--- src/mie_pkg.sv ---
// Shared constants and types for the instruction execution core
package mie_pkg;
	// Widths
	localparam int PC_W = 11;
	localparam int PCH_W = 3;
	localparam int INSTR_W = 16;
	localparam int REG_ADDR_W = 6;
	localparam int PAGE_ADDR_W = 4;
	localparam int STACK_DEPTH = 4;
	localparam int SP_W = 2;
	localparam int WDT_W = 23;
	// Instruction field positions
	localparam int OPC_LSB = 11;
	localparam int BIT_LSB = 8;
	localparam int DEST_POS = 6;
	// Lowest legal second-page address
	localparam logic [3:0] SECOND_PAGE_LO = 4'h5;
	// Reset values
	localparam logic [7:0] ACC_RST = 8'h00;
	localparam logic [10:0] PC_RST = 11'h000;
	localparam logic FLAG_RST = 1'b0;
	localparam logic FLAG_N_RST = 1'b1;
	// Watchdog period, in its own unit, and the clock rate
	localparam int WDT_PERIOD_MS = 18;
	localparam int CLK_KHZ = 250000;
	localparam int unsigned WDT_CYCLES = WDT_PERIOD_MS * CLK_KHZ;
	// Major opcodes, bits 15:11
	localparam logic [4:0] OP_NOP = 5'h00;
	localparam logic [4:0] OP_AND_R = 5'h01;
	localparam logic [4:0] OP_OR_R = 5'h02;
	localparam logic [4:0] OP_XOR_R = 5'h03;
	localparam logic [4:0] OP_ADD_R = 5'h04;
	localparam logic [4:0] OP_SUB_R = 5'h05;
	localparam logic [4:0] OP_ADC_R = 5'h06;
	localparam logic [4:0] OP_SBC_R = 5'h07;
	localparam logic [4:0] OP_RR_R = 5'h08;
	localparam logic [4:0] OP_RL_R = 5'h09;
	localparam logic [4:0] OP_INC_R = 5'h0A;
	localparam logic [4:0] OP_DEC_R = 5'h0B;
	localparam logic [4:0] OP_COM_R = 5'h0C;
	localparam logic [4:0] OP_MOV_R = 5'h0D;
	localparam logic [4:0] OP_SWAP_R = 5'h0E;
	localparam logic [4:0] OP_INC_SKIP = 5'h0F;
	localparam logic [4:0] OP_DEC_SKIP = 5'h10;
	localparam logic [4:0] OP_MOV_A_R = 5'h11;
	localparam logic [4:0] OP_CLR_R = 5'h12;
	localparam logic [4:0] OP_BIT_SET = 5'h13;
	localparam logic [4:0] OP_BIT_CLR = 5'h14;
	localparam logic [4:0] OP_SKIP_CLR = 5'h15;
	localparam logic [4:0] OP_SKIP_SET = 5'h16;
	localparam logic [4:0] OP_IMM = 5'h17;
	localparam logic [4:0] OP_MISC = 5'h18;
	localparam logic [4:0] OP_WR_PAGE2 = 5'h19;
	localparam logic [4:0] OP_RD_PAGE2 = 5'h1A;
	localparam logic [4:0] OP_WR_PAGE3 = 5'h1B;
	localparam logic [4:0] OP_RD_PAGE3 = 5'h1C;
	localparam logic [4:0] OP_GOTO = 5'h1D;
	localparam logic [4:0] OP_CALL = 5'h1E;
	// Miscellaneous sub-opcodes, bits 3:0
	localparam logic [3:0] SUB_SLEEP = 4'h1;
	localparam logic [3:0] SUB_WDT_CLEAR = 4'h2;
	localparam logic [3:0] SUB_DEC_ADJ = 4'h3;
	localparam logic [3:0] SUB_CLR_ACC = 4'h4;
	localparam logic [3:0] SUB_CALL_ACC = 4'h5;
	localparam logic [3:0] SUB_JUMP_ACC = 4'h6;
	localparam logic [3:0] SUB_TABLE = 4'h7;
	localparam logic [3:0] SUB_RETURN = 4'h8;
	// Operations of the arithmetic unit; seventeen of them need five bits
	typedef enum logic [4:0] {ALU_AND, ALU_OR, ALU_XOR, ALU_ADD, ALU_SUB, ALU_ADC, ALU_SBC, ALU_PASS,
		ALU_LOAD, ALU_RR, ALU_RL, ALU_INC, ALU_DEC, ALU_COM, ALU_CLR, ALU_DAA, ALU_SWAP} mie_alu_op_t;
	// Sequencer states
	typedef enum logic [1:0] {ST_EXEC, ST_FLUSH, ST_TABLE, ST_HALT} mie_state_t;
endpackage

--- src/mie_core.sv ---
// Instruction decode and execute core of the 8-bit accumulator machine
`timescale 1ns/1ps
// Overview of operation
// - d bit picks accumulator or register destination
// - Carry set on add carry, no borrow
// - Subtract is register plus inverted accumulator
// - Register page spans six-bit address 00-3F
// - Second page accepts addresses 5 to F
// - Third page accepts addresses 0 to F
// - Skip next when tested bit clear
// - Skip next when tested bit set
// - Increment, store, skip on zero result
// - Decrement, store, skip on zero result
// - Sleep clears power-down flag and halts
// - Power-down flag set by reset, watchdog clear
// - Time-out flag set by reset, clear, sleep
// - Watchdog expiry clears time-out flag
// - Computed call pushes, jumps via accumulator
// - Computed jump via accumulator, two cycles
// - Decimal adjust touches only carry
// - Table read uses pointer high, two cycles
// - Three-bit field selects bit position
// - Halt entry clears running watchdog
module mie_core #(
	parameter int unsigned WDT_CYCLES = mie_pkg::WDT_CYCLES
) (
	input wire logic core_clk,
	input wire logic rst,
	input wire logic [mie_pkg::INSTR_W-1:0] instr_word,
	input wire logic [mie_pkg::PCH_W-1:0] table_pointer_high,
	input wire logic [mie_pkg::PCH_W-1:0] pc_high_buffer,
	input wire logic wake_event,
	input wire logic watchdog_enable,
	output logic [mie_pkg::PC_W-1:0] prog_addr,
	output logic [7:0] accumulator_reg,
	output logic zero_flag,
	output logic digit_carry_flag,
	output logic carry_flag,
	output logic power_down_flag_n,
	output logic time_out_flag_n,
	output logic halted,
	output logic [7:0] table_data_high,
	output logic reg_wr_valid,
	output logic [mie_pkg::REG_ADDR_W-1:0] reg_wr_addr,
	output logic [7:0] reg_wr_data,
	output logic watchdog_expired
);
	// Storage pages, plain data, so no reset
	logic [7:0] reg_file [2**mie_pkg::REG_ADDR_W];
	logic [7:0] second_page [2**mie_pkg::PAGE_ADDR_W];
	logic [7:0] third_page [2**mie_pkg::PAGE_ADDR_W];
	logic [mie_pkg::PC_W-1:0] call_stack [mie_pkg::STACK_DEPTH];
	// Sequencer state
	mie_pkg::mie_state_t state, next_state;
	logic [mie_pkg::PC_W-1:0] pc, next_pc, next_addr, pc_inc;
	logic [mie_pkg::SP_W-1:0] sp, next_sp;
	logic [7:0] next_acc, next_tdh;
	logic next_z, next_dc, next_c, next_pd, next_to;
	// Write strobes into the pages and the stack
	logic rf_we, p2_we, p3_we, push, wdt_clr;
	logic [7:0] rf_wd;
	// Instruction fields
	logic [4:0] opc;
	logic [2:0] bsel;
	logic dsel;
	logic [mie_pkg::REG_ADDR_W-1:0] raddr;
	logic [mie_pkg::PAGE_ADDR_W-1:0] paddr;
	logic [7:0] imm, reg_rd, bit_mask, instr_high;
	logic [mie_pkg::PC_W-1:0] acc_target, table_target;
	// Arithmetic unit hookup
	mie_pkg::mie_alu_op_t alu_op;
	logic [7:0] alu_opnd, alu_res;
	logic alu_c, alu_dc, alu_z, upd_z, upd_c, upd_dc;
	logic has_dest, is_skip_step, acc_only, wdt_timeout;
	logic [8:0] sub_ref; // Reference difference for checking
	logic skip_taken;

	// Field split of the fetched word; the register field is six bits
	assign opc = instr_word[mie_pkg::OPC_LSB +: 5];
	assign bsel = instr_word[mie_pkg::BIT_LSB +: 3];
	assign dsel = instr_word[mie_pkg::DEST_POS];
	assign raddr = instr_word[mie_pkg::REG_ADDR_W-1:0];
	assign paddr = instr_word[mie_pkg::PAGE_ADDR_W-1:0];
	assign imm = instr_word[7:0];
	assign instr_high = instr_word[15:8];
	assign reg_rd = reg_file[raddr];
	// Position field picks one of eight bits
	assign bit_mask = 8'h01 << bsel;
	assign acc_target = {pc_high_buffer, accumulator_reg};
	assign table_target = {table_pointer_high, accumulator_reg};
	assign pc_inc = pc + 1'b1;
	assign sub_ref = {1'b0, reg_rd} + {1'b0, ~accumulator_reg} + 9'h001;
	assign has_dest = (opc >= mie_pkg::OP_AND_R) && (opc <= mie_pkg::OP_DEC_SKIP);
	assign is_skip_step = (opc == mie_pkg::OP_INC_SKIP) || (opc == mie_pkg::OP_DEC_SKIP);
	assign acc_only = (opc == mie_pkg::OP_IMM) || (opc == mie_pkg::OP_MISC &&
		(paddr == mie_pkg::SUB_DEC_ADJ || paddr == mie_pkg::SUB_CLR_ACC));
	assign skip_taken = (opc == mie_pkg::OP_SKIP_CLR && !reg_rd[bsel]) ||
		(opc == mie_pkg::OP_SKIP_SET && reg_rd[bsel]) || (is_skip_step && alu_z);

	// Immediate sub-operation decode
	function automatic mie_pkg::mie_alu_op_t mie_imm_op(input logic [2:0] sel);
		case (sel)
			3'h0: mie_imm_op = mie_pkg::ALU_AND;
			3'h1: mie_imm_op = mie_pkg::ALU_OR;
			3'h2: mie_imm_op = mie_pkg::ALU_XOR;
			3'h3: mie_imm_op = mie_pkg::ALU_ADD;
			3'h4: mie_imm_op = mie_pkg::ALU_SUB;
			3'h5: mie_imm_op = mie_pkg::ALU_ADC;
			3'h6: mie_imm_op = mie_pkg::ALU_SBC;
			default: mie_imm_op = mie_pkg::ALU_LOAD;
		endcase
	endfunction

	// Opcode to unit operation
	always_comb begin
		alu_op = mie_pkg::ALU_PASS;
		alu_opnd = reg_rd;
		case (opc)
			mie_pkg::OP_AND_R: alu_op = mie_pkg::ALU_AND;
			mie_pkg::OP_OR_R: alu_op = mie_pkg::ALU_OR;
			mie_pkg::OP_XOR_R: alu_op = mie_pkg::ALU_XOR;
			mie_pkg::OP_ADD_R: alu_op = mie_pkg::ALU_ADD;
			mie_pkg::OP_SUB_R: alu_op = mie_pkg::ALU_SUB;
			mie_pkg::OP_ADC_R: alu_op = mie_pkg::ALU_ADC;
			mie_pkg::OP_SBC_R: alu_op = mie_pkg::ALU_SBC;
			mie_pkg::OP_RR_R: alu_op = mie_pkg::ALU_RR;
			mie_pkg::OP_RL_R: alu_op = mie_pkg::ALU_RL;
			mie_pkg::OP_INC_R, mie_pkg::OP_INC_SKIP: alu_op = mie_pkg::ALU_INC;
			mie_pkg::OP_DEC_R, mie_pkg::OP_DEC_SKIP: alu_op = mie_pkg::ALU_DEC;
			mie_pkg::OP_COM_R: alu_op = mie_pkg::ALU_COM;
			mie_pkg::OP_SWAP_R: alu_op = mie_pkg::ALU_SWAP;
			mie_pkg::OP_IMM: begin
				alu_op = mie_imm_op(bsel);
				alu_opnd = imm;
			end
			mie_pkg::OP_MISC: begin
				if (paddr == mie_pkg::SUB_DEC_ADJ) begin
					alu_op = mie_pkg::ALU_DAA;
				end else begin
					alu_op = mie_pkg::ALU_CLR;
				end
			end
			default: alu_op = mie_pkg::ALU_PASS;
		endcase
	end

	mie_alu u_alu (
		.op(alu_op),
		.opnd(alu_opnd),
		.acc(accumulator_reg),
		.c_in(carry_flag),
		.dc_in(digit_carry_flag),
		.result(alu_res),
		.c_out(alu_c),
		.dc_out(alu_dc),
		.z_out(alu_z),
		.upd_z(upd_z),
		.upd_c(upd_c),
		.upd_dc(upd_dc)
	);

	// Cleared on sleep and watchdog clear
	mie_watchdog #(
		.TIMEOUT_CYCLES(WDT_CYCLES)
	) u_wdt (
		.core_clk(core_clk),
		.rst(rst),
		.enable(watchdog_enable),
		.clear(wdt_clr),
		.timeout(wdt_timeout)
	);
	assign watchdog_expired = wdt_timeout;

	// Next-state logic of the sequencer and the architectural registers
	always_comb begin
		next_state = state;
		next_pc = pc;
		next_addr = prog_addr;
		next_sp = sp;
		next_acc = accumulator_reg;
		next_tdh = table_data_high;
		next_z = zero_flag;
		next_dc = digit_carry_flag;
		next_c = carry_flag;
		next_pd = power_down_flag_n;
		next_to = time_out_flag_n;
		rf_we = 1'b0;
		rf_wd = alu_res;
		p2_we = 1'b0;
		p3_we = 1'b0;
		push = 1'b0;
		wdt_clr = 1'b0;
		case (state)
			mie_pkg::ST_EXEC: begin
				next_pc = pc_inc;
				next_addr = pc_inc;
				// Destination select
				if (has_dest) begin
					if (dsel) begin
						rf_we = 1'b1;
					end else begin
						next_acc = alu_res;
					end
				end
				if (acc_only) begin
					next_acc = alu_res;
				end
				// Flags follow the unit's masks
				if ((has_dest && !is_skip_step) || acc_only) begin
					next_z = upd_z ? alu_z : zero_flag;
					next_c = upd_c ? alu_c : carry_flag;
					next_dc = upd_dc ? alu_dc : digit_carry_flag;
				end
				// Skip flushes the next word
				if (skip_taken) begin
					next_pc = pc + 11'h002;
					next_addr = pc + 11'h002;
					next_state = mie_pkg::ST_FLUSH;
				end
				case (opc)
					mie_pkg::OP_MOV_A_R: begin
						rf_we = 1'b1;
						rf_wd = accumulator_reg;
					end
					mie_pkg::OP_CLR_R: begin
						rf_we = 1'b1;
						rf_wd = 8'h00;
						next_z = 1'b1;
					end
					mie_pkg::OP_BIT_SET: begin
						rf_we = 1'b1;
						rf_wd = reg_rd | bit_mask;
					end
					mie_pkg::OP_BIT_CLR: begin
						rf_we = 1'b1;
						rf_wd = reg_rd & ~bit_mask;
					end
					// Addresses below five are not on the second page
					mie_pkg::OP_WR_PAGE2: p2_we = (paddr >= mie_pkg::SECOND_PAGE_LO);
					mie_pkg::OP_RD_PAGE2: next_acc = (paddr >= mie_pkg::SECOND_PAGE_LO) ? second_page[paddr] : 8'h00;
					// Whole third page usable
					mie_pkg::OP_WR_PAGE3: p3_we = 1'b1;
					mie_pkg::OP_RD_PAGE3: next_acc = third_page[paddr];
					mie_pkg::OP_GOTO, mie_pkg::OP_CALL: begin
						push = (opc == mie_pkg::OP_CALL);
						next_pc = instr_word[mie_pkg::PC_W-1:0];
						next_addr = instr_word[mie_pkg::PC_W-1:0];
						next_state = mie_pkg::ST_FLUSH;
					end
					mie_pkg::OP_MISC: begin
						case (paddr)
							mie_pkg::SUB_SLEEP: begin
								next_pd = 1'b0;
								next_to = 1'b1;
								wdt_clr = 1'b1;
								next_state = mie_pkg::ST_HALT;
							end
							mie_pkg::SUB_WDT_CLEAR: begin
								next_pd = 1'b1;
								next_to = 1'b1;
								wdt_clr = 1'b1;
							end
							mie_pkg::SUB_CALL_ACC, mie_pkg::SUB_JUMP_ACC: begin
								push = (paddr == mie_pkg::SUB_CALL_ACC);
								next_pc = acc_target;
								next_addr = acc_target;
								next_state = mie_pkg::ST_FLUSH;
							end
							mie_pkg::SUB_TABLE: begin
								// Fetch the table word next cycle
								next_addr = table_target;
								next_state = mie_pkg::ST_TABLE;
							end
							mie_pkg::SUB_RETURN: begin
								next_sp = sp - 1'b1;
								next_pc = call_stack[sp - 1'b1];
								next_addr = call_stack[sp - 1'b1];
								next_state = mie_pkg::ST_FLUSH;
							end
							default: next_state = mie_pkg::ST_EXEC;
						endcase
					end
					default: next_state = next_state;
				endcase
				if (push) begin
					next_sp = sp + 1'b1;
				end
			end
			// Discard the word fetched behind a branch or skip
			mie_pkg::ST_FLUSH: next_state = mie_pkg::ST_EXEC;
			mie_pkg::ST_TABLE: begin
				// Low byte to accumulator, high byte held apart
				next_acc = instr_word[7:0];
				next_tdh = instr_high;
				next_addr = pc;
				next_state = mie_pkg::ST_EXEC;
			end
			mie_pkg::ST_HALT: begin
				if (wake_event || wdt_timeout) begin
					next_state = mie_pkg::ST_EXEC;
				end
			end
			default: next_state = mie_pkg::ST_EXEC;
		endcase
		// Expiry beats a clear in the same cycle
		if (wdt_timeout) begin
			next_to = 1'b0;
		end
	end

	// Architectural registers; power-up sets both status flags
	always_ff @(posedge core_clk or posedge rst) begin
		if (rst) begin
			state <= mie_pkg::ST_EXEC;
			pc <= mie_pkg::PC_RST;
			prog_addr <= mie_pkg::PC_RST;
			sp <= '0;
			accumulator_reg <= mie_pkg::ACC_RST;
			table_data_high <= mie_pkg::ACC_RST;
			zero_flag <= mie_pkg::FLAG_RST;
			digit_carry_flag <= mie_pkg::FLAG_RST;
			carry_flag <= mie_pkg::FLAG_RST;
			power_down_flag_n <= mie_pkg::FLAG_N_RST;
			time_out_flag_n <= mie_pkg::FLAG_N_RST;
			halted <= 1'b0;
			reg_wr_valid <= 1'b0;
			reg_wr_addr <= '0;
			reg_wr_data <= 8'h00;
		end else begin
			state <= next_state;
			pc <= next_pc;
			prog_addr <= next_addr;
			sp <= next_sp;
			accumulator_reg <= next_acc;
			table_data_high <= next_tdh;
			zero_flag <= next_z;
			digit_carry_flag <= next_dc;
			carry_flag <= next_c;
			power_down_flag_n <= next_pd;
			time_out_flag_n <= next_to;
			halted <= (next_state == mie_pkg::ST_HALT);
			reg_wr_valid <= rf_we;
			reg_wr_addr <= raddr;
			reg_wr_data <= rf_wd;
		end
	end

	// Page and stack storage writes
	always_ff @(posedge core_clk) begin
		if (rf_we) begin
			reg_file[raddr] <= rf_wd;
		end
		if (p2_we) begin
			second_page[paddr] <= accumulator_reg;
		end
		if (p3_we) begin
			third_page[paddr] <= accumulator_reg;
		end
		if (push) begin
			call_stack[sp] <= pc_inc;
		end
	end

	wire exec = (state == mie_pkg::ST_EXEC);
endmodule

--- src/mie_alu.sv ---
// Combinational arithmetic and logic unit with flag results
`timescale 1ns/1ps
module mie_alu (
	input wire mie_pkg::mie_alu_op_t op,
	input wire logic [7:0] opnd,
	input wire logic [7:0] acc,
	input wire logic c_in,
	input wire logic dc_in,
	output logic [7:0] result,
	output logic c_out,
	output logic dc_out,
	output logic z_out,
	output logic upd_z,
	output logic upd_c,
	output logic upd_dc
);
	// One adder serves add, subtract and their carry forms
	always_comb begin
		logic [7:0] addend;
		logic cin;
		logic [8:0] sum;
		logic [4:0] low;
		logic [8:0] adj;
		addend = acc;
		cin = 1'b0;
		// Subtract adds the inverted accumulator
		if (op == mie_pkg::ALU_SUB || op == mie_pkg::ALU_SBC) begin
			addend = ~acc;
		end
		if (op == mie_pkg::ALU_SUB) begin
			cin = 1'b1;
		end else if (op == mie_pkg::ALU_ADC || op == mie_pkg::ALU_SBC) begin
			cin = c_in;
		end
		sum = {1'b0, opnd} + {1'b0, addend} + {8'h00, cin};
		low = {1'b0, opnd[3:0]} + {1'b0, addend[3:0]} + {4'h0, cin};
		// Packed decimal correction, low nibble first
		adj = {1'b0, acc};
		if (acc[3:0] > 4'h9 || dc_in) begin
			adj = adj + 9'h006;
		end
		if (adj[7:4] > 4'h9 || c_in || adj[8]) begin
			adj = adj + 9'h060;
		end
		result = opnd;
		c_out = c_in;
		dc_out = low[4];
		// Eight of the seventeen operations touch only zero
		upd_z = 1'b1;
		upd_c = 1'b0;
		upd_dc = 1'b0;
		case (op)
			mie_pkg::ALU_AND: result = opnd & acc;
			mie_pkg::ALU_OR: result = opnd | acc;
			mie_pkg::ALU_XOR: result = opnd ^ acc;
			mie_pkg::ALU_ADD, mie_pkg::ALU_SUB, mie_pkg::ALU_ADC, mie_pkg::ALU_SBC: begin
				// Carry out doubles as not-borrow
				result = sum[7:0];
				c_out = sum[8];
				upd_c = 1'b1;
				upd_dc = 1'b1;
			end
			mie_pkg::ALU_RR: begin
				// Bit shifted out lands in carry
				result = {c_in, opnd[7:1]};
				c_out = opnd[0];
				upd_c = 1'b1;
				upd_z = 1'b0;
			end
			mie_pkg::ALU_RL: begin
				result = {opnd[6:0], c_in};
				c_out = opnd[7];
				upd_c = 1'b1;
				upd_z = 1'b0;
			end
			mie_pkg::ALU_INC: result = opnd + 8'h01;
			mie_pkg::ALU_DEC: result = opnd - 8'h01;
			mie_pkg::ALU_COM: result = ~opnd;
			mie_pkg::ALU_CLR: result = 8'h00;
			mie_pkg::ALU_DAA: begin
				result = adj[7:0];
				c_out = adj[8] | c_in;
				upd_c = 1'b1;
				upd_z = 1'b0;
			end
			mie_pkg::ALU_SWAP: begin
				result = {opnd[3:0], opnd[7:4]};
				upd_z = 1'b0;
			end
			mie_pkg::ALU_LOAD: upd_z = 1'b0;
			default: result = opnd;
		endcase
		z_out = (result == 8'h00);
	end
endmodule

--- src/mie_watchdog.sv ---
// Free-running watchdog counter with clear and expiry pulse
`timescale 1ns/1ps
module mie_watchdog #(
	parameter int unsigned TIMEOUT_CYCLES = mie_pkg::WDT_CYCLES
) (
	input wire logic core_clk,
	input wire logic rst,
	input wire logic enable,
	input wire logic clear,
	output logic timeout
);
	// Terminal count, one below the period
	localparam logic [mie_pkg::WDT_W-1:0] LAST = (mie_pkg::WDT_W)'(TIMEOUT_CYCLES - 1);
	logic [mie_pkg::WDT_W-1:0] watchdog_counter; // Cycles since last clear
	logic [mie_pkg::WDT_W-1:0] next_count;
	logic next_timeout;
	// Clear restarts from zero but never stops the count
	always_comb begin
		next_count = watchdog_counter;
		next_timeout = 1'b0;
		if (clear) begin
			next_count = '0;
		end else if (enable) begin
			if (watchdog_counter == LAST) begin
				next_count = '0;
				next_timeout = 1'b1;
			end else begin
				next_count = watchdog_counter + 1'b1;
			end
		end
	end
	// Counter and expiry pulse
	always_ff @(posedge core_clk or posedge rst) begin
		if (rst) begin
			watchdog_counter <= '0;
			timeout <= 1'b0;
		end else begin
			watchdog_counter <= next_count;
			timeout <= next_timeout;
		end
	end
endmodule

--- config.mk ---
export PLATFORM = sky130hd
export DESIGN_NAME = mie_core
export DESIGN_NICKNAME = d
export VERILOG_FILES = /design/src/mie_pkg.sv /design/src/mie_core.sv /design/src/mie_alu.sv /design/src/mie_watchdog.sv
export SDC_FILE = /design/constraint.sdc
export NUM_CORES = 1
export LEC_CHECK = 0
export ABC_AREA = 0
export BUFFER_PORTS_ARGS = -buffer_cell sky130_fd_sc_hd__buf_2
export CORE_MARGIN = 2
export CORE_UTILIZATION = 52
export CTS_CLUSTER_DIAMETER = 200
export CTS_CLUSTER_SIZE = 14
export DETAILED_ROUTE_END_ITERATION = 12
export HOLD_SLACK_MARGIN = 0.08
export PLACE_DENSITY = 0.68
export SYNTH_ARGS = -nofsm -noshare
export SYNTH_HDL_FRONTEND = slang
export SYNTH_SLANG_ARGS = --single-unit
--- constraint.sdc ---
create_clock -name core_clk -period 7.2 [get_ports core_clk]
set_clock_uncertainty 0.15 [all_clocks]
set_input_delay 0.36 -clock core_clk [delete_from_list [all_inputs] [get_ports core_clk]]
set_output_delay 0.36 -clock core_clk [all_outputs]
set_load 0.1 [all_outputs]
* Word-level counts from Yosys, hierarchy flattened
Memories as Yosys holds them, arrays and structs flattened.
Cells that the tools add are included.
** Word-level totals
- Bits in registers :: 87
- RAM bits :: 812
- Bits of input ports :: 26
- Output and inout port bits :: 49
- Logic and storage cells :: 242
- Memories :: 4
** Memory list
- reg_file :: words 64, width 8, read ports 1, clocked after Yosys merged registers in 0, write ports 1, line mie_core.sv:49 : logic [7:0] reg_file [2**mie_pkg::REG_ADDR_W];
- second_page :: words 16, width 8, read ports 1, clocked after Yosys merged registers in 0, write ports 1, line mie_core.sv:50 : logic [7:0] second_page [2**mie_pkg::PAGE_ADDR_W];
- third_page :: words 16, width 8, read ports 1, clocked after Yosys merged registers in 0, write ports 1, line mie_core.sv:51 : logic [7:0] third_page [2**mie_pkg::PAGE_ADDR_W];
- call_stack :: words 4, width 11, read ports 1, clocked after Yosys merged registers in 0, write ports 1, line mie_core.sv:52 : logic [mie_pkg::PC_W-1:0] call_stack [mie_pkg::STACK_DEPTH];
** Operators by class
- Add/sub/neg operators :: 13
- Magnitude comparators :: 6
- Equality and inequality tests :: 66
- Shift-type cells :: 1
- Muxes and demuxes :: 74
- Bitwise logic cells :: 9
- Reductions and logical operators :: 52
** Operator list (number)
- 8-bit one-hot mux with 12 select lines :: 1
- 11-bit one-hot mux with 2 select lines :: 4
- 5-bit equality test (second input constant) :: 16
- 5-bit by 4-bit equality test with 1-bit output (second input constant) :: 15
- 5-bit one-hot mux with 15 select lines :: 1
- 23-bit 2-to-1 mux :: 3
- 8-bit 2-to-1 mux :: 7
- 1-bit 2-to-1 mux :: 38
- 5-bit by 3-bit equality test with 1-bit output (second input constant) :: 7
- 11-bit one-hot mux with 3 select lines :: 1
- 8-bit one-hot mux with 2 select lines :: 2
- 8-bit one-hot mux with 4 select lines :: 1
- 4-bit one-hot mux with 7 select lines :: 1
- 8-bit NOT :: 3
- 23-bit by 1-bit adder with 23-bit output (second input constant) :: 1
- 23-bit equality test (second input constant) :: 1
- 5-bit by 2-bit equality test with 1-bit output (second input constant) :: 4
- 9-bit 2-to-1 mux :: 2
- 3-bit AND reduction :: 6
- 2-bit nonzero test :: 9
- 8-bit bitwise AND :: 2
- 4-bit by 3-bit equality test with 1-bit output (second input constant) :: 4
- 8-bit bitwise OR :: 2
- 1-bit logical OR :: 12
- other kinds (52) :: 78

* Logic depth before layout (Yosys ltp)
Gate-level depths: netlist (run 1).
- Depth after elaboration :: 17
- Gate-level depth with buffers :: 29
- Gate-level depth less buffers :: 24

* Cells and area by module
From an unflattened synthesis (run 1), not the netlist that was laid out.
** Unflattened totals
- Cell total of the unflattened synthesis :: 2617
- Area, all modules :: 39840.7 µm²
** By module, submodules not included
- mie_core :: times used 1, cells each 2141, area each 36143.4 µm², seq. area each 25962.4 µm²
- mie_alu :: times used 1, cells each 314, area each 2249.7 µm², seq. area each 0.0 µm²
- mie_watchdog :: times used 1, cells each 162, area each 1447.6 µm², seq. area each 600.6 µm²

* Least setup slack after synthesis (run 1)
OpenSTA, ideal clock, no wires.
- Path type :: input to register
- From :: input instr_word[13] (netlist bit)
- To :: memory reg_file[0][6], data pin
- Data arrival time :: 5816 ps
- Setup slack :: 680 ps
- Stages :: 19
- Path buffers :: 3
- Cell sequence :: buf_2 -> buf_2 -> buf_2 -> nand3b_1 -> a21oi_1 -> o221ai_1 -> nor2_1 -> xnor2_1 -> fa_1 -> fa_1 -> nor2b_1 -> o21ai_0 -> nand2b_1 -> a21o_1 -> a21o_1 -> xor2_1 -> a22oi_1 -> a31o_2 -> a21oi_1
** On the way
- Longest elaborated chain between the ends :: 11
- Elaborated cells on any way between the ends :: 57
** Ends and longest elaborated chain
- start, declared :: line mie_core.sv:29 : input wire logic [mie_pkg::INSTR_W-1:0] instr_word,
- 5-bit equality test / 5-bit by 4-bit equality test with 1-bit output (equally long branches) :: line mie_core.sv:118 : case (opc)
- 2-bit OR reduction :: line mie_core.sv:118
- 5-bit one-hot mux with 15 select lines :: line mie_core.sv:118
- 5-bit by 3-bit equality test with 1-bit output (on tied branches)
- 1-bit logical OR (on tied branches) :: line mie_alu.sv:27, mie_alu.sv:32
- 8-bit 2-to-1 mux / 1-bit 2-to-1 mux (equally long branches) :: line mie_alu.sv:27, mie_alu.sv:32
- 8-bit by 8-bit adder with 9-bit output / 1-bit 2-to-1 mux (equally long branches) :: line mie_alu.sv:35, mie_alu.sv:30
- 9-bit by 1-bit adder with 9-bit output :: line mie_alu.sv:35 : sum = {1'b0, opnd} + {1'b0, addend} + {8'h00, cin};
- 8-bit one-hot mux with 12 select lines :: line mie_alu.sv:52 : case (op)
- 8-bit one-hot mux with 4 select lines :: line mie_core.sv:220 : case (opc)
- 8-bit 2-to-1 mux (*) :: line mie_core.sv:193 : case (state)
- named net rf_wd[6] :: line mie_core.sv:61 : logic [7:0] rf_wd;
- end, declared :: line mie_core.sv:49
Mark *: on every way through the listed nets, which the timed path passes. The rest lies on a longest branch.

* Final worst setup path (run 1)
- From :: input instr_word[3] (netlist bit)
- To :: register pc[10] (netlist bit)
** On the way
- Longest elaborated chain between the ends :: 15
- Elaborated cells on any way between the ends :: 51
** Ends and longest elaborated chain
- 4-bit by 2-bit equality test with 1-bit output :: line mie_core.sv:137 : if (paddr == mie_pkg::SUB_DEC_ADJ) begin
- 1-bit 2-to-1 mux :: line mie_core.sv:137
- 5-bit one-hot mux with 15 select lines :: line mie_core.sv:118
- 5-bit by 3-bit equality test with 1-bit output (on tied branches)
- 1-bit logical OR (on tied branches) :: line mie_alu.sv:27, mie_alu.sv:32
- 8-bit 2-to-1 mux / 1-bit 2-to-1 mux (equally long branches) :: line mie_alu.sv:27, mie_alu.sv:32
- 8-bit by 8-bit adder with 9-bit output / 1-bit 2-to-1 mux (equally long branches) :: line mie_alu.sv:35, mie_alu.sv:30
- 9-bit by 1-bit adder with 9-bit output :: line mie_alu.sv:35
- 8-bit one-hot mux with 12 select lines :: line mie_alu.sv:52
- 8-bit zero test :: line mie_alu.sv:93 : z_out = (result == 8'h00);
- 1-bit logical AND :: line mie_core.sv:98 : (opc == mie_pkg::OP_SKIP_SET && reg_rd[bsel]) || (is_skip_step && alu_z);
- 1-bit logical OR :: line mie_core.sv:98
- 11-bit 2-to-1 mux :: line mie_core.sv:215 : if (skip_taken) begin
- 11-bit one-hot mux with 2 select lines :: line mie_core.sv:251 : case (paddr)
- 11-bit one-hot mux with 2 select lines (*) :: line mie_core.sv:220
- end signal, assigned :: line mie_core.sv:315 : pc <= mie_pkg::PC_RST;
- end signal, assigned :: line mie_core.sv:331 : pc <= next_pc;
- end, declared :: line mie_core.sv:55 : logic [mie_pkg::PC_W-1:0] pc, next_pc, next_addr, pc_inc;
Every way passes the cells marked *; elsewhere a longest branch is shown, timed or not. The select of a mux whose other input is x is not followed.
A chain may end at the register's enable or synchronous reset.

==> impl_metrics.prom, run 1 <==
# TYPE chip_impl_metric gauge
chip_impl_metric{name="worst-endpoint-required",unit="ps"} 7590
chip_impl_metric{name="vdd_drop_max",unit="mV"} 0.4794
chip_impl_metric{name="number_of_cells_produced_by_synthesis",unit=""} 2681
chip_impl_metric{name="grt_start_max_net_pins",unit=""} 66
chip_impl_metric{name="rr_worst_depth",unit=""} 23
chip_impl_metric{name="die_h",unit="um"} 276.4
chip_impl_metric{name="drt-total-wl",unit="um"} 106100
chip_impl_metric{name="count_of_flip_flops_with_a_built_in_enable_after_synthesis",unit=""} 780
chip_impl_metric{name="ff2ff_setup_slack",unit="ps"} 1110
chip_impl_metric{name="num_antenna_cells",unit=""} 0
chip_impl_info{name="postSynth.topFlopCell",value="sky130_fd_sc_hd__edfxtp_1"} 1
chip_impl_metric{name="relSlewSlack",unit="%"} 18.20
chip_impl_metric{name="ys.warnings.count",unit=""} 0
chip_impl_metric{name="cts_sinks",unit=""} 867
chip_impl_metric{name="path_max_fanout",unit=""} 22
chip_impl_metric{name="cellLeakagePower",unit="nW"} 15.04
chip_impl_info{name="largest_registers",value="reg_file (512), third_page (128), second_page (96)"} 1
chip_impl_metric{name="dpl_hpwl",unit="um"} 70050
chip_impl_metric{name="final-hold-violation-count",unit=""} 0
chip_impl_metric{name="ctsLongestPathBuffers",unit=""} 3
chip_impl_metric{name="share_seq_of_total_power",unit="%"} 49.6
chip_impl_metric{name="netlist-cell-type-count",unit=""} 97
chip_impl_metric{name="worst_slew_pin_slew",unit="ps"} 1211
chip_impl_metric{name="io_buffers",unit=""} 74
chip_impl_info{name="cts_root_buf",value="sky130_fd_sc_hd__clkbuf_16"} 1
chip_impl_metric{name="number_of_global_route_vias_before_repair",unit=""} 24510
chip_impl_metric{name="design.die.area",unit="mm2"} 0.07641
chip_impl_metric{name="detailedPlace.worstSlack",unit="ps"} 185.7
chip_impl_info{name="top_register",value="reg_file"} 1
chip_impl_metric{name="dr.first_iter.drc_count",unit=""} 2475
chip_impl_metric{name="synth-async-reset-ratio",unit="%"} 10.03
chip_impl_metric{name="placeableCoreArea",unit="mm2"} 0.07321
chip_impl_info{name="status",value="finished, final reports clean"} 1
chip_impl_info{name="rsz0062_at_grt",value="no"} 1
chip_impl_metric{name="synth_sequential_area_ratio",unit="%"} 66.34
chip_impl_info{name="min-delay-path-class",value="input pin to async pin"} 1
chip_impl_metric{name="postSynthRegisterBits",unit=""} 867
chip_impl_metric{name="vias",unit=""} 24540
chip_impl_metric{name="globalRouteOverflowTotal",unit=""} 0
chip_impl_info{name="worst_setup_path_start_kind",value="input pin"} 1
chip_impl_metric{name="p_int",unit="W"} 0.008579
chip_impl_metric{name="fin_setup_tns",unit="ps"} 0
chip_impl_info{name="tritoncts",value="done"} 1
chip_impl_metric{name="layoutNonFillerInstCount",unit=""} 3807
chip_impl_metric{name="drv_cap",unit=""} 0
chip_impl_metric{name="largest_reg_flops",unit=""} 512
chip_impl_metric{name="net_sw_power",unit="W"} 0.003892
chip_impl_metric{name="detail-route-antenna-nets",unit=""} 0
chip_impl_metric{name="finalWorstPathRequiredPeriod",unit="ps"} 6929
chip_impl_metric{name="switching_share",unit="%"} 31.21
chip_impl_metric{name="floorplan.io_pins",unit=""} 75
chip_impl_metric{name="wl_per_cell",unit="um"} 27.88
chip_impl_metric{name="route.detailed.drc",unit=""} 0
chip_impl_metric{name="timing_max_transition_violations_final",unit=""} 0
chip_impl_metric{name="area.sequential",unit="mm2"} 0.02560
chip_impl_metric{name="multi_input_comb_area",unit="mm2"} 0.01217
chip_impl_metric{name="drt-pass1-iter-count",unit=""} 7
chip_impl_metric{name="cell_area_synth",unit="mm2"} 0.03859
chip_impl_info{name="regToRegEndpoint",value="pc[10]$_DFFE_PP0P_"} 1
chip_impl_metric{name="final_min_period_over_clock_period",unit="%"} 96.23
chip_impl_metric{name="cts.htree.levels",unit=""} 3
chip_impl_metric{name="finalNetCount",unit=""} 2870
chip_impl_metric{name="start_util",unit="%"} 52.71
chip_impl_metric{name="fillers",unit=""} 5692
chip_impl_metric{name="maxClockFrequency",unit="GHz"} 0.1443
chip_impl_metric{name="cts_inserted_buffers",unit=""} 71
chip_impl_metric{name="power.density",unit="mW/mm2"} 291.7
chip_impl_metric{name="post_synthesis_average_cell_area",unit="um2"} 14.39
chip_impl_metric{name="weighted_congestion_at_the_end_of_routability_driven_global_placement",unit=""} 0.9845
chip_impl_metric{name="finalSetupViolations",unit=""} 0
chip_impl_metric{name="placementRows",unit=""} 99
chip_impl_metric{name="place_inst",unit=""} 3665
chip_impl_metric{name="viasPerCell",unit=""} 6.447
chip_impl_info{name="worstSetupPathType",value="input pin to register"} 1
chip_impl_info{name="r2r-start",value="reg_file[34][1]$_DFFE_PP_"} 1
chip_impl_metric{name="grt_pass1_wl",unit="um"} 159400
chip_impl_metric{name="postCtsSetupRepairBufs",unit=""} 0
chip_impl_info{name="cp-end-kind",value="register"} 1
chip_impl_metric{name="cp_data_arrival_time",unit="ps"} 7310
chip_impl_metric{name="grt_util_all_layers",unit="%"} 27.76
chip_impl_metric{name="drive_gt1_share",unit="%"} 13.55
chip_impl_metric{name="synthesis_to_layout_area_growth",unit="%"} 10.78
chip_impl_metric{name="p_comb_share",unit="%"} 21.4
chip_impl_metric{name="clkLatencyLatePin",unit="ps"} 640
chip_impl_metric{name="initial_antenna_violation_count",unit=""} 0
chip_impl_metric{name="clk_pin_slew",unit="ps"} 70
chip_impl_metric{name="fp.dieW",unit="um"} 276.4
chip_impl_metric{name="timing.final.ws_setup",unit="ps"} 271.3
chip_impl_metric{name="p_clk_share",unit="%"} 29.1
power groups by stage:
stage,sequential (W),clock (W),combinational [W]
2_1_floorplan,0.00678,0,0.00125
3_3_place_gp,0.00627,0,0.00256
3_5_place_dp,0.00628,0,0.00262
4_1_cts,0.00618,0.00367,0.00264
5_1_grt,0.00620,0.00387,0.00283
6_report,0.00618,0.00363,0.00266
worst max-delay path, cell delays in order:
cell and delay (ps):
sky130_fd_sc_hd__dlygate4sd3_1 530, sky130_fd_sc_hd__buf_2 180, sky130_fd_sc_hd__buf_4 290, sky130_fd_sc_hd__nand4bb_2 550, sky130_fd_sc_hd__or3_1 520, sky130_fd_sc_hd__o311a_4 240
sky130_fd_sc_hd__a21oi_1 290, sky130_fd_sc_hd__nor2b_1 90, sky130_fd_sc_hd__o21bai_1 400, sky130_fd_sc_hd__fa_1 340, sky130_fd_sc_hd__nor2b_1 60, sky130_fd_sc_hd__o21ai_0 270
sky130_fd_sc_hd__a21oi_1 160, sky130_fd_sc_hd__nor2_1 140, sky130_fd_sc_hd__xor2_1 160, sky130_fd_sc_hd__nor2_1 50, sky130_fd_sc_hd__a2111oi_0 490, sky130_fd_sc_hd__o21ai_0 220
sky130_fd_sc_hd__o32ai_2 330, sky130_fd_sc_hd__nand4_2 230, sky130_fd_sc_hd__o31ai_4 300, sky130_fd_sc_hd__buf_12 200, sky130_fd_sc_hd__mux2_2 370, sky130_fd_sc_hd__a221o_1 340
sky130_fd_sc_hd__o22a_1 190
through the flow:
| step | power, W | instance area [um2] | util [%] | hold slack, ps |
|---|---|---|---|---|
| 4_1_cts | 0.01248 | 42730 | 58.37 | 80.99 |
| 3_3_place_gp | 0.008839 | 40430 | 55.23 | 218.6 |
| 2_1_floorplan | 0.008026 | 38620 | - | 241.4 |
| 3_5_place_dp | 0.008903 | 40430 | 55.23 | 232.0 |
| 5_1_grt | 0.01289 | 42750 | 58.39 | 138.8 |
| 6_report | 0.01247 | 42750 | 58.39 | 111.6 |
cells by family (layout without fill, tap and decap cells):
family	after synthesis	count (layout)	share of synthesized area, %
XOR/XNOR	58	58	1.316
adder cells (fa/ha/maj)	41	41	1.388
AO/OA/AOI/OAI	521	521	9.189
other	1	8	0.009718
AND/OR/NAND/NOR	631	631	7.344
multiplexers	355	355	11.91
flip-flops	867	867	66.34
buffers and inverters	207	367	2.503
cell type report:
class,count,share of cell area (%)
clock buffer,111,4.507
clock inverter,7,0.3132
inverter,46,0.4098
multi-input combinational,1614,28.47
sequential,867,59.89
tap,959,2.807
timing repair buffer,203,3.606
placed cells by master, fill, tap and decap left out, types with 11 or more instances in the layout:
cell	count
sky130_fd_sc_hd__nand2_1	210
sky130_fd_sc_hd__dlygate4sd3_1	24
sky130_fd_sc_hd__nand2b_1	13
sky130_fd_sc_hd__a22oi_1	107
sky130_fd_sc_hd__a31oi_1	13
sky130_fd_sc_hd__clkbuf_16	71
sky130_fd_sc_hd__nor3_1	32
sky130_fd_sc_hd__buf_4	96
sky130_fd_sc_hd__buf_2	72
sky130_fd_sc_hd__nor2b_1	11
sky130_fd_sc_hd__a21oi_1	131
sky130_fd_sc_hd__mux2i_1	264
sky130_fd_sc_hd__xor2_1	21
sky130_fd_sc_hd__nor2_1	211
sky130_fd_sc_hd__clkbuf_1	40
sky130_fd_sc_hd__edfxtp_1	780
sky130_fd_sc_hd__mux4_2	82
sky130_fd_sc_hd__xnor2_1	37
sky130_fd_sc_hd__nand3_1	60
sky130_fd_sc_hd__or3_1	12
sky130_fd_sc_hd__a22o_1	15
sky130_fd_sc_hd__ha_1	38
sky130_fd_sc_hd__o22ai_1	28
sky130_fd_sc_hd__a211oi_1	13
sky130_fd_sc_hd__dfrtp_1	85
sky130_fd_sc_hd__buf_12	11
sky130_fd_sc_hd__inv_1	40
sky130_fd_sc_hd__nand4_1	20
sky130_fd_sc_hd__o21ai_0	74
cells in the mapped netlist, types with 10 or more instances:
| master | number | area [um2] |
|---|---|---|
| sky130_fd_sc_hd__nand2b_1 | 13 | 81.33 |
| sky130_fd_sc_hd__a31oi_1 | 13 | 81.33 |
| sky130_fd_sc_hd__xor2_1 | 21 | 183.9 |
| sky130_fd_sc_hd__o22ai_1 | 28 | 175.2 |
| sky130_fd_sc_hd__a221oi_1 | 10 | 87.58 |
| sky130_fd_sc_hd__clkbuf_1 | 84 | 315.3 |
| sky130_fd_sc_hd__xnor2_1 | 37 | 324.1 |
| sky130_fd_sc_hd__mux4_2 | 82 | 1847 |
| sky130_fd_sc_hd__buf_4 | 15 | 112.6 |
| sky130_fd_sc_hd__a21oi_1 | 137 | 685.7 |
| sky130_fd_sc_hd__a211oi_1 | 14 | 105.1 |
| sky130_fd_sc_hd__o21ai_0 | 76 | 380.4 |
| sky130_fd_sc_hd__ha_1 | 38 | 475.5 |
| sky130_fd_sc_hd__edfxtp_1 | 780 | 23420 |
| sky130_fd_sc_hd__nand4_1 | 20 | 125.1 |
| sky130_fd_sc_hd__a21o_1 | 10 | 75.07 |
| sky130_fd_sc_hd__inv_1 | 41 | 153.9 |
| sky130_fd_sc_hd__buf_2 | 40 | 200.2 |
| sky130_fd_sc_hd__nor2_1 | 211 | 792.0 |
| sky130_fd_sc_hd__mux2i_1 | 264 | 2643 |
| sky130_fd_sc_hd__nor2b_1 | 13 | 81.33 |
| sky130_fd_sc_hd__a22o_1 | 15 | 131.4 |
| sky130_fd_sc_hd__buf_1 | 11 | 41.29 |
| sky130_fd_sc_hd__and2_1 | 11 | 68.82 |
| sky130_fd_sc_hd__nor3_1 | 32 | 160.2 |
| sky130_fd_sc_hd__buf_6 | 11 | 123.9 |
| sky130_fd_sc_hd__or3_1 | 12 | 75.07 |
| sky130_fd_sc_hd__nand3_1 | 60 | 300.3 |
| sky130_fd_sc_hd__a22oi_1 | 107 | 803.3 |
| sky130_fd_sc_hd__nand2_1 | 210 | 788.3 |
| sky130_fd_sc_hd__dfrtp_1 | 85 | 2127 |
metal layers:
metal  part of all wire, %  vias to the layer above  GRT usage [%]
li1                      -                    10620              -
met1                    41                    12540          37.88
met2                    48                     1142          45.42
met3                   7.3                      245          4.234
met4                   4.1                        0          10.35
met5                     0                        -              0
worst max-delay path by stage:
| stage | from | endpoint | slack (ps) | cells past startpoint |
|---|---|---|---|---|
| 6_report | instr_word[3] | pc[10]$_DFFE_PP0P_ | 270 | 25 |
| 5_1_grt | instr_word[1] | prog_addr[4]$_DFFE_PP0P_ | 30 | 26 |
| 4_1_cts | instr_word[1] | pc[10]$_DFFE_PP0P_ | 240 | 24 |
| 3_5_place_dp | instr_word[1] | pc[10]$_DFFE_PP0P_ | 190 | 23 |
| 3_3_place_gp | instr_word[3] | prog_addr[10]$_DFFE_PP0P_ | 190 | 24 |
| 2_1_floorplan | instr_word[13] | reg_file[0][6]$_DFFE_PP_ | 680 | 19 |
timing repair:
| action | CTS | global route |
|---|---|---|
| hold endpoints to repair | 54 | 0 |
| resized for setup | 0 | 3 |
| hold buffers | 24 | 0 |
| setup endpoints to repair | 0 | 11 |
No activity file was read; power rests on OpenSTA's default activity.
==> inputs of run 2 (changes only) <==
--- a/config.mk
+++ b/config.mk
@@ -8,12 +8,11 @@
 export ABC_AREA = 0
 export BUFFER_PORTS_ARGS = -buffer_cell sky130_fd_sc_hd__buf_2
 export CORE_MARGIN = 2
-export CORE_UTILIZATION = 52
+export CORE_UTILIZATION = 45
 export CTS_CLUSTER_DIAMETER = 200
 export CTS_CLUSTER_SIZE = 14
 export DETAILED_ROUTE_END_ITERATION = 12
 export HOLD_SLACK_MARGIN = 0.08
-export PLACE_DENSITY = 0.68
 export SYNTH_ARGS = -nofsm -noshare
 export SYNTH_HDL_FRONTEND = slang
 export SYNTH_SLANG_ARGS = --single-unit
==> impl_metrics.prom, run 2 (synthesis gave the netlist of run 1 again) <==
# TYPE chip_impl_metric gauge
chip_impl_info{name="highest_layer",value="met5"} 1
chip_impl_metric{name="finalNetCount",unit=""} 2879
chip_impl_metric{name="vias",unit=""} 24200
chip_impl_metric{name="final-hold-violation-count",unit=""} 0
chip_impl_metric{name="route.detailed.drc",unit=""} 0
chip_impl_info{name="crit_path_frequent_cell",value="sky130_fd_sc_hd__a21oi_1"} 1
chip_impl_metric{name="grt_pass1_wl",unit="um"} 162400
chip_impl_info{name="cts_root_buf",value="sky130_fd_sc_hd__clkbuf_16"} 1
chip_impl_metric{name="cts_sinks",unit=""} 867
chip_impl_metric{name="p_comb_share",unit="%"} 21.5
chip_impl_metric{name="io_buffers",unit=""} 74
chip_impl_metric{name="finalHoldWorstSlack",unit="ps"} 121.3
chip_impl_metric{name="p_clk_share",unit="%"} 29.1
chip_impl_metric{name="placementRows",unit=""} 107
chip_impl_metric{name="dpl_hpwl",unit="um"} 73660
chip_impl_metric{name="number_of_global_route_vias_before_repair",unit=""} 23990
chip_impl_metric{name="cellLeakagePower",unit="nW"} 15.07
chip_impl_metric{name="critical-path-max-stage-delay",unit="ps"} 790
chip_impl_metric{name="initial_antenna_violation_count",unit=""} 2
chip_impl_metric{name="placeableCoreArea",unit="mm2"} 0.08501
chip_impl_metric{name="drt-total-wl",unit="um"} 110000
chip_impl_metric{name="worst-endpoint-required",unit="ps"} 7580
chip_impl_metric{name="clkLatencyLatePin",unit="ps"} 650
chip_impl_metric{name="p_int",unit="W"} 0.008596
chip_impl_metric{name="vdd_drop_max",unit="mV"} 0.3715
chip_impl_metric{name="synthesis_to_layout_area_growth",unit="%"} 11.46
chip_impl_info{name="crit_slowest_cell",value="sky130_fd_sc_hd__nor4_1"} 1
chip_impl_metric{name="final_core_util",unit="%"} 50.60
chip_impl_metric{name="switching_share",unit="%"} 31.17
chip_impl_metric{name="num_antenna_cells",unit=""} 0
chip_impl_metric{name="globalRouteOverflowTotal",unit=""} 0
chip_impl_info{name="series_of_cell_instances_along_the_critical_path",value="dlygate4sd3_1, buf_2, and2_2, buf_4, a22oi_1, a21oi_1, nor4_1, a22o_1, a21oi_1, inv_1, ha_1, a21oi_1, o211ai_1, a32o_1, a211o_1, a2111oi_2, a32o_1, and3_1, nand4_2, o31ai_4, buf_4, mux2_2, a221o_1, o21a_1"} 1
chip_impl_metric{name="final_min_period_over_clock_period",unit="%"} 95.95
chip_impl_info{name="tritoncts",value="done"} 1
chip_impl_info{name="status",value="finished, final reports clean"} 1
chip_impl_metric{name="cts_inserted_buffers",unit=""} 71
chip_impl_metric{name="viasPerCell",unit=""} 6.049
chip_impl_info{name="top_register",value="reg_file"} 1
chip_impl_metric{name="cp_data_arrival_time",unit="ps"} 7280
chip_impl_metric{name="fin_setup_tns",unit="ps"} 0
chip_impl_info{name="worstSetupPathType",value="input pin to register"} 1
chip_impl_info{name="cp-end-kind",value="register"} 1
chip_impl_metric{name="wl_met1",unit="um"} 45830
chip_impl_metric{name="design.die.area",unit="mm2"} 0.08811
chip_impl_metric{name="met3WireLength",unit="um"} 7373
chip_impl_metric{name="finalSetupViolations",unit=""} 0
chip_impl_metric{name="drive_gt1_share",unit="%"} 13.79
chip_impl_metric{name="critPathBufInv",unit=""} 5
chip_impl_metric{name="path_max_fanout",unit=""} 16
chip_impl_metric{name="finalWorstPathRequiredPeriod",unit="ps"} 6908
chip_impl_metric{name="timing_max_transition_violations_final",unit=""} 0
chip_impl_metric{name="wl_met2",unit="um"} 52810
chip_impl_info{name="rsz0062_at_grt",value="no"} 1
chip_impl_metric{name="drt-pass1-iter-count",unit=""} 6
chip_impl_metric{name="ctsLongestPathBuffers",unit=""} 3
chip_impl_metric{name="grt_start_max_net_pins",unit=""} 67
chip_impl_info{name="most_frequent_cells_in_the_layout",value="sky130_fd_sc_hd__edfxtp_1, sky130_fd_sc_hd__mux2i_1, sky130_fd_sc_hd__nor2_1"} 1
chip_impl_metric{name="wl_per_cell",unit="um"} 27.49
chip_impl_info{name="layout.cells.most_common",value="sky130_fd_sc_hd__edfxtp_1"} 1
chip_impl_metric{name="relSlewSlack",unit="%"} 14.88
chip_impl_metric{name="power.density",unit="mW/mm2"} 290.4
chip_impl_metric{name="drv_cap",unit=""} 0
chip_impl_metric{name="maxClockFrequency",unit="GHz"} 0.1448
chip_impl_metric{name="worst_slew_pin_slew",unit="ps"} 1272
chip_impl_info{name="worst_setup_path_start_kind",value="input pin"} 1
chip_impl_metric{name="share_seq_of_total_power",unit="%"} 49.4
chip_impl_info{name="cpLargestDelayFamily",value="compound AO/OA/AOI/OAI gates"} 1
chip_impl_metric{name="start_util",unit="%"} 45.39
chip_impl_metric{name="net_sw_power",unit="W"} 0.003893
chip_impl_metric{name="dr.first_iter.drc_count",unit=""} 2564
chip_impl_metric{name="fp.dieW",unit="um"} 296.8
chip_impl_metric{name="clk_pin_slew",unit="ps"} 80
chip_impl_metric{name="detail-route-antenna-nets",unit=""} 0
chip_impl_metric{name="weighted_congestion_at_the_end_of_routability_driven_global_placement",unit=""} 0.9548
chip_impl_info{name="largest_registers",value="reg_file (512), third_page (128), second_page (96)"} 1
chip_impl_metric{name="die_h",unit="um"} 296.8
chip_impl_metric{name="floorplan.io_pins",unit=""} 75
chip_impl_metric{name="cts.htree.levels",unit=""} 3
chip_impl_metric{name="largest_reg_flops",unit=""} 512
chip_impl_metric{name="fillers",unit=""} 7163
chip_impl_info{name="min-delay-path-class",value="input pin to async pin"} 1
chip_impl_metric{name="grt_util_all_layers",unit="%"} 24.61
==> run 2: area by class of cell <==
class	count	area, um2	area share, %
Tap cell	1144	1431	3.328
Clock inverter	5	83.83	0.1949
Sequential cell	867	25600	59.52
Multi-Input combinational cell	1615	12170	28.30
Inverter	46	175.2	0.4072
Timing Repair Buffer	211	1592	3.700
Clock buffer	113	1956	4.547
==> run 2: repair_timing <==
item	4_1_cts	5_1_grt
endpoints found under the hold margin	51	0
resized for setup	0	3
endpoints found under the setup margin	0	12
hold buffers	23	0
buffers inserted	0	0
==> run 2: worst paths after layout <==
kind / start / cells past startpoint / to / slack (ps)
max: instr_word[3] / 24 / prog_addr[10]$_DFFE_PP0P_ / 290
min: rst / 3 / u_wdt.watchdog_counter[11]$_DFFE_PP0P_ / 120
max reg2reg: reg_file[54][2]$_DFFE_PP_ / 21 / prog_addr[10]$_DFFE_PP0P_ / 1100
min reg2reg: u_wdt.timeout$_DFF_PP0_ / 1 / time_out_flag_n$_DFFE_PP1P_ / 310
max in group asynchronous: rst / 4 / prog_addr[1]$_DFFE_PP0P_ / 5510
min in group core_clk: pc_high_buffer[1] / 5 / prog_addr[9]$_DFFE_PP0P_ / 150
==> run 2: through the flow <==
| step | std cells | area (um2) | setup slack (ps) | total power, W |
|---|---|---|---|---|
| after floorplan | 2688 | 38620 | 680.4 | 0.008026 |
| after global placement | 3859 | 40720 | 306.3 | 0.008864 |
| after detailed placement | 3859 | 40720 | 227.6 | 0.008927 |
| after CTS | 4000 | 42990 | 250.1 | 0.01253 |
| after global routing | 4001 | 43010 | 37.66 | 0.01289 |
| final | 4001 | 43010 | 291.9 | 0.01249 |
==> run 2: worst reg2reg max path, delay by kind of cell, from the launching register on <==
family | cells | cell delay (ps)
simple gates | 3 | 1170
flops | 1 | 340
buf+inv | 2 | 460
mux | 2 | 480
fa+ha+maj | 1 | 300
compound gates | 13 | 3100
==> run 2: layer usage <==
layer,up-vias,global-route usage [%]
met5,-,0
met4,2,8.460
met3,211,3.372
met2,1063,39.96
met1,12280,34.21
li1,10650,-
==> run 2: power by group through the flow <==
stage,clock (W),sequential (W),combinational (W)
2_1_floorplan,0,0.00678,0.00125
3_3_place_gp,0,0.00627,0.00260
3_5_place_dp,0,0.00628,0.00265
4_1_cts,0.00370,0.00617,0.00267
5_1_grt,0.00386,0.00618,0.00284
6_report,0.00364,0.00617,0.00268
==> inputs of run 3 (changes only) <==
--- a/config.mk
+++ b/config.mk
@@ -13,6 +13,7 @@
 export CTS_CLUSTER_SIZE = 14
 export DETAILED_ROUTE_END_ITERATION = 12
 export HOLD_SLACK_MARGIN = 0.08
+export MAX_ROUTING_LAYER = met4
 export SYNTH_ARGS = -nofsm -noshare
 export SYNTH_HDL_FRONTEND = slang
 export SYNTH_SLANG_ARGS = --single-unit
==> impl_metrics.prom, run 3 (synthesis gave the netlist of run 1 again) <==
# TYPE chip_impl_metric gauge
chip_impl_info{name="hold_sp",value="pc_high_buffer[1]"} 1
chip_impl_info{name="min-delay-path-class",value="input pin to register"} 1
chip_impl_metric{name="finalWorstPathRequiredPeriod",unit="ps"} 6894
chip_impl_metric{name="viasPerCell",unit=""} 6.058
chip_impl_metric{name="io_buffers",unit=""} 74
chip_impl_metric{name="fin_setup_tns",unit="ps"} 0
chip_impl_metric{name="maxClockFrequency",unit="GHz"} 0.1451
chip_impl_metric{name="placementRows",unit=""} 107
chip_impl_metric{name="vias",unit=""} 24290
chip_impl_metric{name="power.density",unit="mW/mm2"} 291.4
chip_impl_metric{name="globalRouteOverflowTotal",unit=""} 0
chip_impl_metric{name="clk_pin_slew",unit="ps"} 70
chip_impl_metric{name="timing_max_transition_violations_final",unit=""} 0
chip_impl_metric{name="path_max_fanout",unit=""} 29
chip_impl_metric{name="fin_total_pwr",unit="W"} 0.01255
chip_impl_metric{name="worst_slew_pin_slew",unit="ps"} 1264
chip_impl_metric{name="floorplan.io_pins",unit=""} 75
chip_impl_metric{name="relSlewSlack",unit="%"} 15.44
chip_impl_metric{name="fp.dieW",unit="um"} 296.8
chip_impl_metric{name="final-hold-violation-count",unit=""} 0
chip_impl_info{name="top_register",value="reg_file"} 1
chip_impl_info{name="largest_registers",value="reg_file (512), third_page (128), second_page (96)"} 1
chip_impl_metric{name="met3WireLength",unit="um"} 6565
chip_impl_info{name="layout.cells.most_common",value="sky130_fd_sc_hd__edfxtp_1"} 1
chip_impl_metric{name="design.die.area",unit="mm2"} 0.08811
chip_impl_metric{name="grt_util_all_layers",unit="%"} 25.81
chip_impl_metric{name="drv_cap",unit=""} 0
chip_impl_info{name="worst_setup_path_start_kind",value="input pin"} 1
chip_impl_info{name="most_frequent_cells_in_the_layout",value="sky130_fd_sc_hd__edfxtp_1, sky130_fd_sc_hd__mux2i_1, sky130_fd_sc_hd__nor2_1"} 1
chip_impl_metric{name="final_min_period_over_clock_period",unit="%"} 95.75
chip_impl_metric{name="synthesis_to_layout_area_growth",unit="%"} 11.61
chip_impl_metric{name="detail-route-antenna-nets",unit=""} 0
chip_impl_metric{name="place_area",unit="mm2"} 0.04073
chip_impl_metric{name="drt-pass1-iter-count",unit=""} 6
chip_impl_metric{name="ctsLongestPathBuffers",unit=""} 3
chip_impl_metric{name="largest_reg_flops",unit=""} 512
chip_impl_info{name="worstSetupPathType",value="input pin to register"} 1
chip_impl_metric{name="worst-endpoint-required",unit="ps"} 7580
chip_impl_info{name="status",value="finished, final reports clean"} 1
chip_impl_info{name="highest_layer",value="met4"} 1
chip_impl_metric{name="drive_gt1_share",unit="%"} 13.75
chip_impl_metric{name="wl_met2",unit="um"} 54230
chip_impl_metric{name="grt_pass1_wl",unit="um"} 164600
chip_impl_metric{name="route.detailed.drc",unit=""} 0
chip_impl_metric{name="grt_start_max_net_pins",unit=""} 66
chip_impl_metric{name="wl_met1",unit="um"} 46950
chip_impl_info{name="startpoint",value="instr_word[1]"} 1
chip_impl_metric{name="cts_inserted_buffers",unit=""} 71
chip_impl_info{name="tritoncts",value="done"} 1
chip_impl_metric{name="weighted_congestion_at_the_end_of_routability_driven_global_placement",unit=""} 0.9496
chip_impl_metric{name="cts.htree.levels",unit=""} 3
chip_impl_info{name="rsz0062_at_grt",value="no"} 1
chip_impl_metric{name="finalSetupViolations",unit=""} 0
chip_impl_info{name="cts_root_buf",value="sky130_fd_sc_hd__clkbuf_16"} 1
chip_impl_metric{name="cts_sinks",unit=""} 867
chip_impl_metric{name="place_inst",unit=""} 3859
chip_impl_metric{name="dpl_hpwl",unit="um"} 74760
chip_impl_metric{name="die_h",unit="um"} 296.8
chip_impl_info{name="cp-end-kind",value="register"} 1
chip_impl_metric{name="vdd_drop_max",unit="mV"} 0.2812
chip_impl_metric{name="placeableCoreArea",unit="mm2"} 0.08501
chip_impl_metric{name="layoutNonFillerInstCount",unit=""} 4009
chip_impl_metric{name="clkLatencyLatePin",unit="ps"} 640
chip_impl_metric{name="number_of_global_route_vias_before_repair",unit=""} 24340
chip_impl_metric{name="num_antenna_cells",unit=""} 0
chip_impl_metric{name="cellLeakagePower",unit="nW"} 15.09
chip_impl_metric{name="cp_data_arrival_time",unit="ps"} 7270
chip_impl_metric{name="start_util",unit="%"} 45.39
chip_impl_metric{name="wl_per_cell",unit="um"} 27.83
chip_impl_info{name="r2r-start",value="reg_file[41][1]$_DFFE_PP_"} 1
chip_impl_metric{name="finalNetCount",unit=""} 2879
chip_impl_metric{name="dr.first_iter.drc_count",unit=""} 2401
chip_impl_metric{name="initial_antenna_violation_count",unit=""} 0
chip_impl_metric{name="finish.instance_area",unit="mm2"} 0.04307
chip_impl_metric{name="drt-total-wl",unit="um"} 111600
-- run 3: cell types whose count changed in the layout (fill, tap and decap cells not counted), sizes merged --
cell    delta
clkinv     -1
clkbuf     +8
buf        +1
-- run 3: power by group --
part	switching, W	internal, W
clock	0.00177	0.00192
sequential	0.000201	0.00599
combinational	0.00194	0.000731
total	0.00391	0.00864
-- run 3: critical path, cell delays in order --
cell,delay (ps)
sky130_fd_sc_hd__dlygate4sd3_1,560
sky130_fd_sc_hd__buf_8,320
sky130_fd_sc_hd__buf_12,280
sky130_fd_sc_hd__mux4_2,540
sky130_fd_sc_hd__mux2i_1,240
sky130_fd_sc_hd__or2_1,160
sky130_fd_sc_hd__nand4_1,80
sky130_fd_sc_hd__mux2_2,390
sky130_fd_sc_hd__mux2i_1,240
sky130_fd_sc_hd__inv_1,190
sky130_fd_sc_hd__ha_1,300
sky130_fd_sc_hd__nor2b_1,120
sky130_fd_sc_hd__o21ai_0,220
sky130_fd_sc_hd__a21oi_1,150
sky130_fd_sc_hd__nor2_1,140
sky130_fd_sc_hd__xor2_1,200
sky130_fd_sc_hd__nor2_1,60
sky130_fd_sc_hd__a2111oi_1,440
sky130_fd_sc_hd__o21ai_0,200
sky130_fd_sc_hd__o32ai_2,340
sky130_fd_sc_hd__nand4_2,230
sky130_fd_sc_hd__o31ai_4,240
sky130_fd_sc_hd__buf_4,280
sky130_fd_sc_hd__mux2_2,400
sky130_fd_sc_hd__a221o_1,350
sky130_fd_sc_hd__o21a_1,190
-- run 3: layout make-up --
type / count / area (um2)
clock buffer: 122 / 2011
clock inverter: 4 / 78.83
fill: 7221 / 41940
inverter: 46 / 175.2
multi-input combinational: 1615 / 12170
sequential: 867 / 25600
tap: 1144 / 1431
timing repair buffer: 211 / 1598
-- run 3: worst paths after layout --
path	endpoint	slack (ps)	cells past startpoint
setup / recovery	prog_addr[10]$_DFFE_PP0P_	310	26
hold / removal	prog_addr[9]$_DFFE_PP0P_	120	5
setup reg to reg	prog_addr[10]$_DFFE_PP0P_	920	23
hold reg to reg	table_data_high[0]$_DFFE_PP0P_	320	2
max in group asynchronous	accumulator_reg[0]$_DFFE_PP0P_	5520	4
min in group asynchronous	u_wdt.watchdog_counter[8]$_DFFE_PP0P_	140	3
-- run 3: routing by layer --
layer | track usage, % | up-vias
met5 | - | -
li1 | - | 10630
met3 | 3.204 | 205
met1 | 34.17 | 12490
met4 | 8.605 | 0
met2 | 41.52 | 966
-- run 3: stage by stage --
stage                     setup slack [ps]  hold WS (ps)  util, %
after floorplan                      680.4         241.4        -
after global placement               262.3         242.8    47.91
after detailed placement             166.6         250.3    47.91
after CTS                            265.9         101.7    50.64
after global routing                 87.50         164.2    50.66
final                                305.8         115.4    50.66
-- run 3: what timing repair did --
item | in CTS | in global routing
setup buffers | 0 | 0
resized for setup | 0 | 3
endpoints found under the setup margin | 0 | 12
hold buffers | 23 | 0
hold endpoints to repair | 57 | 0
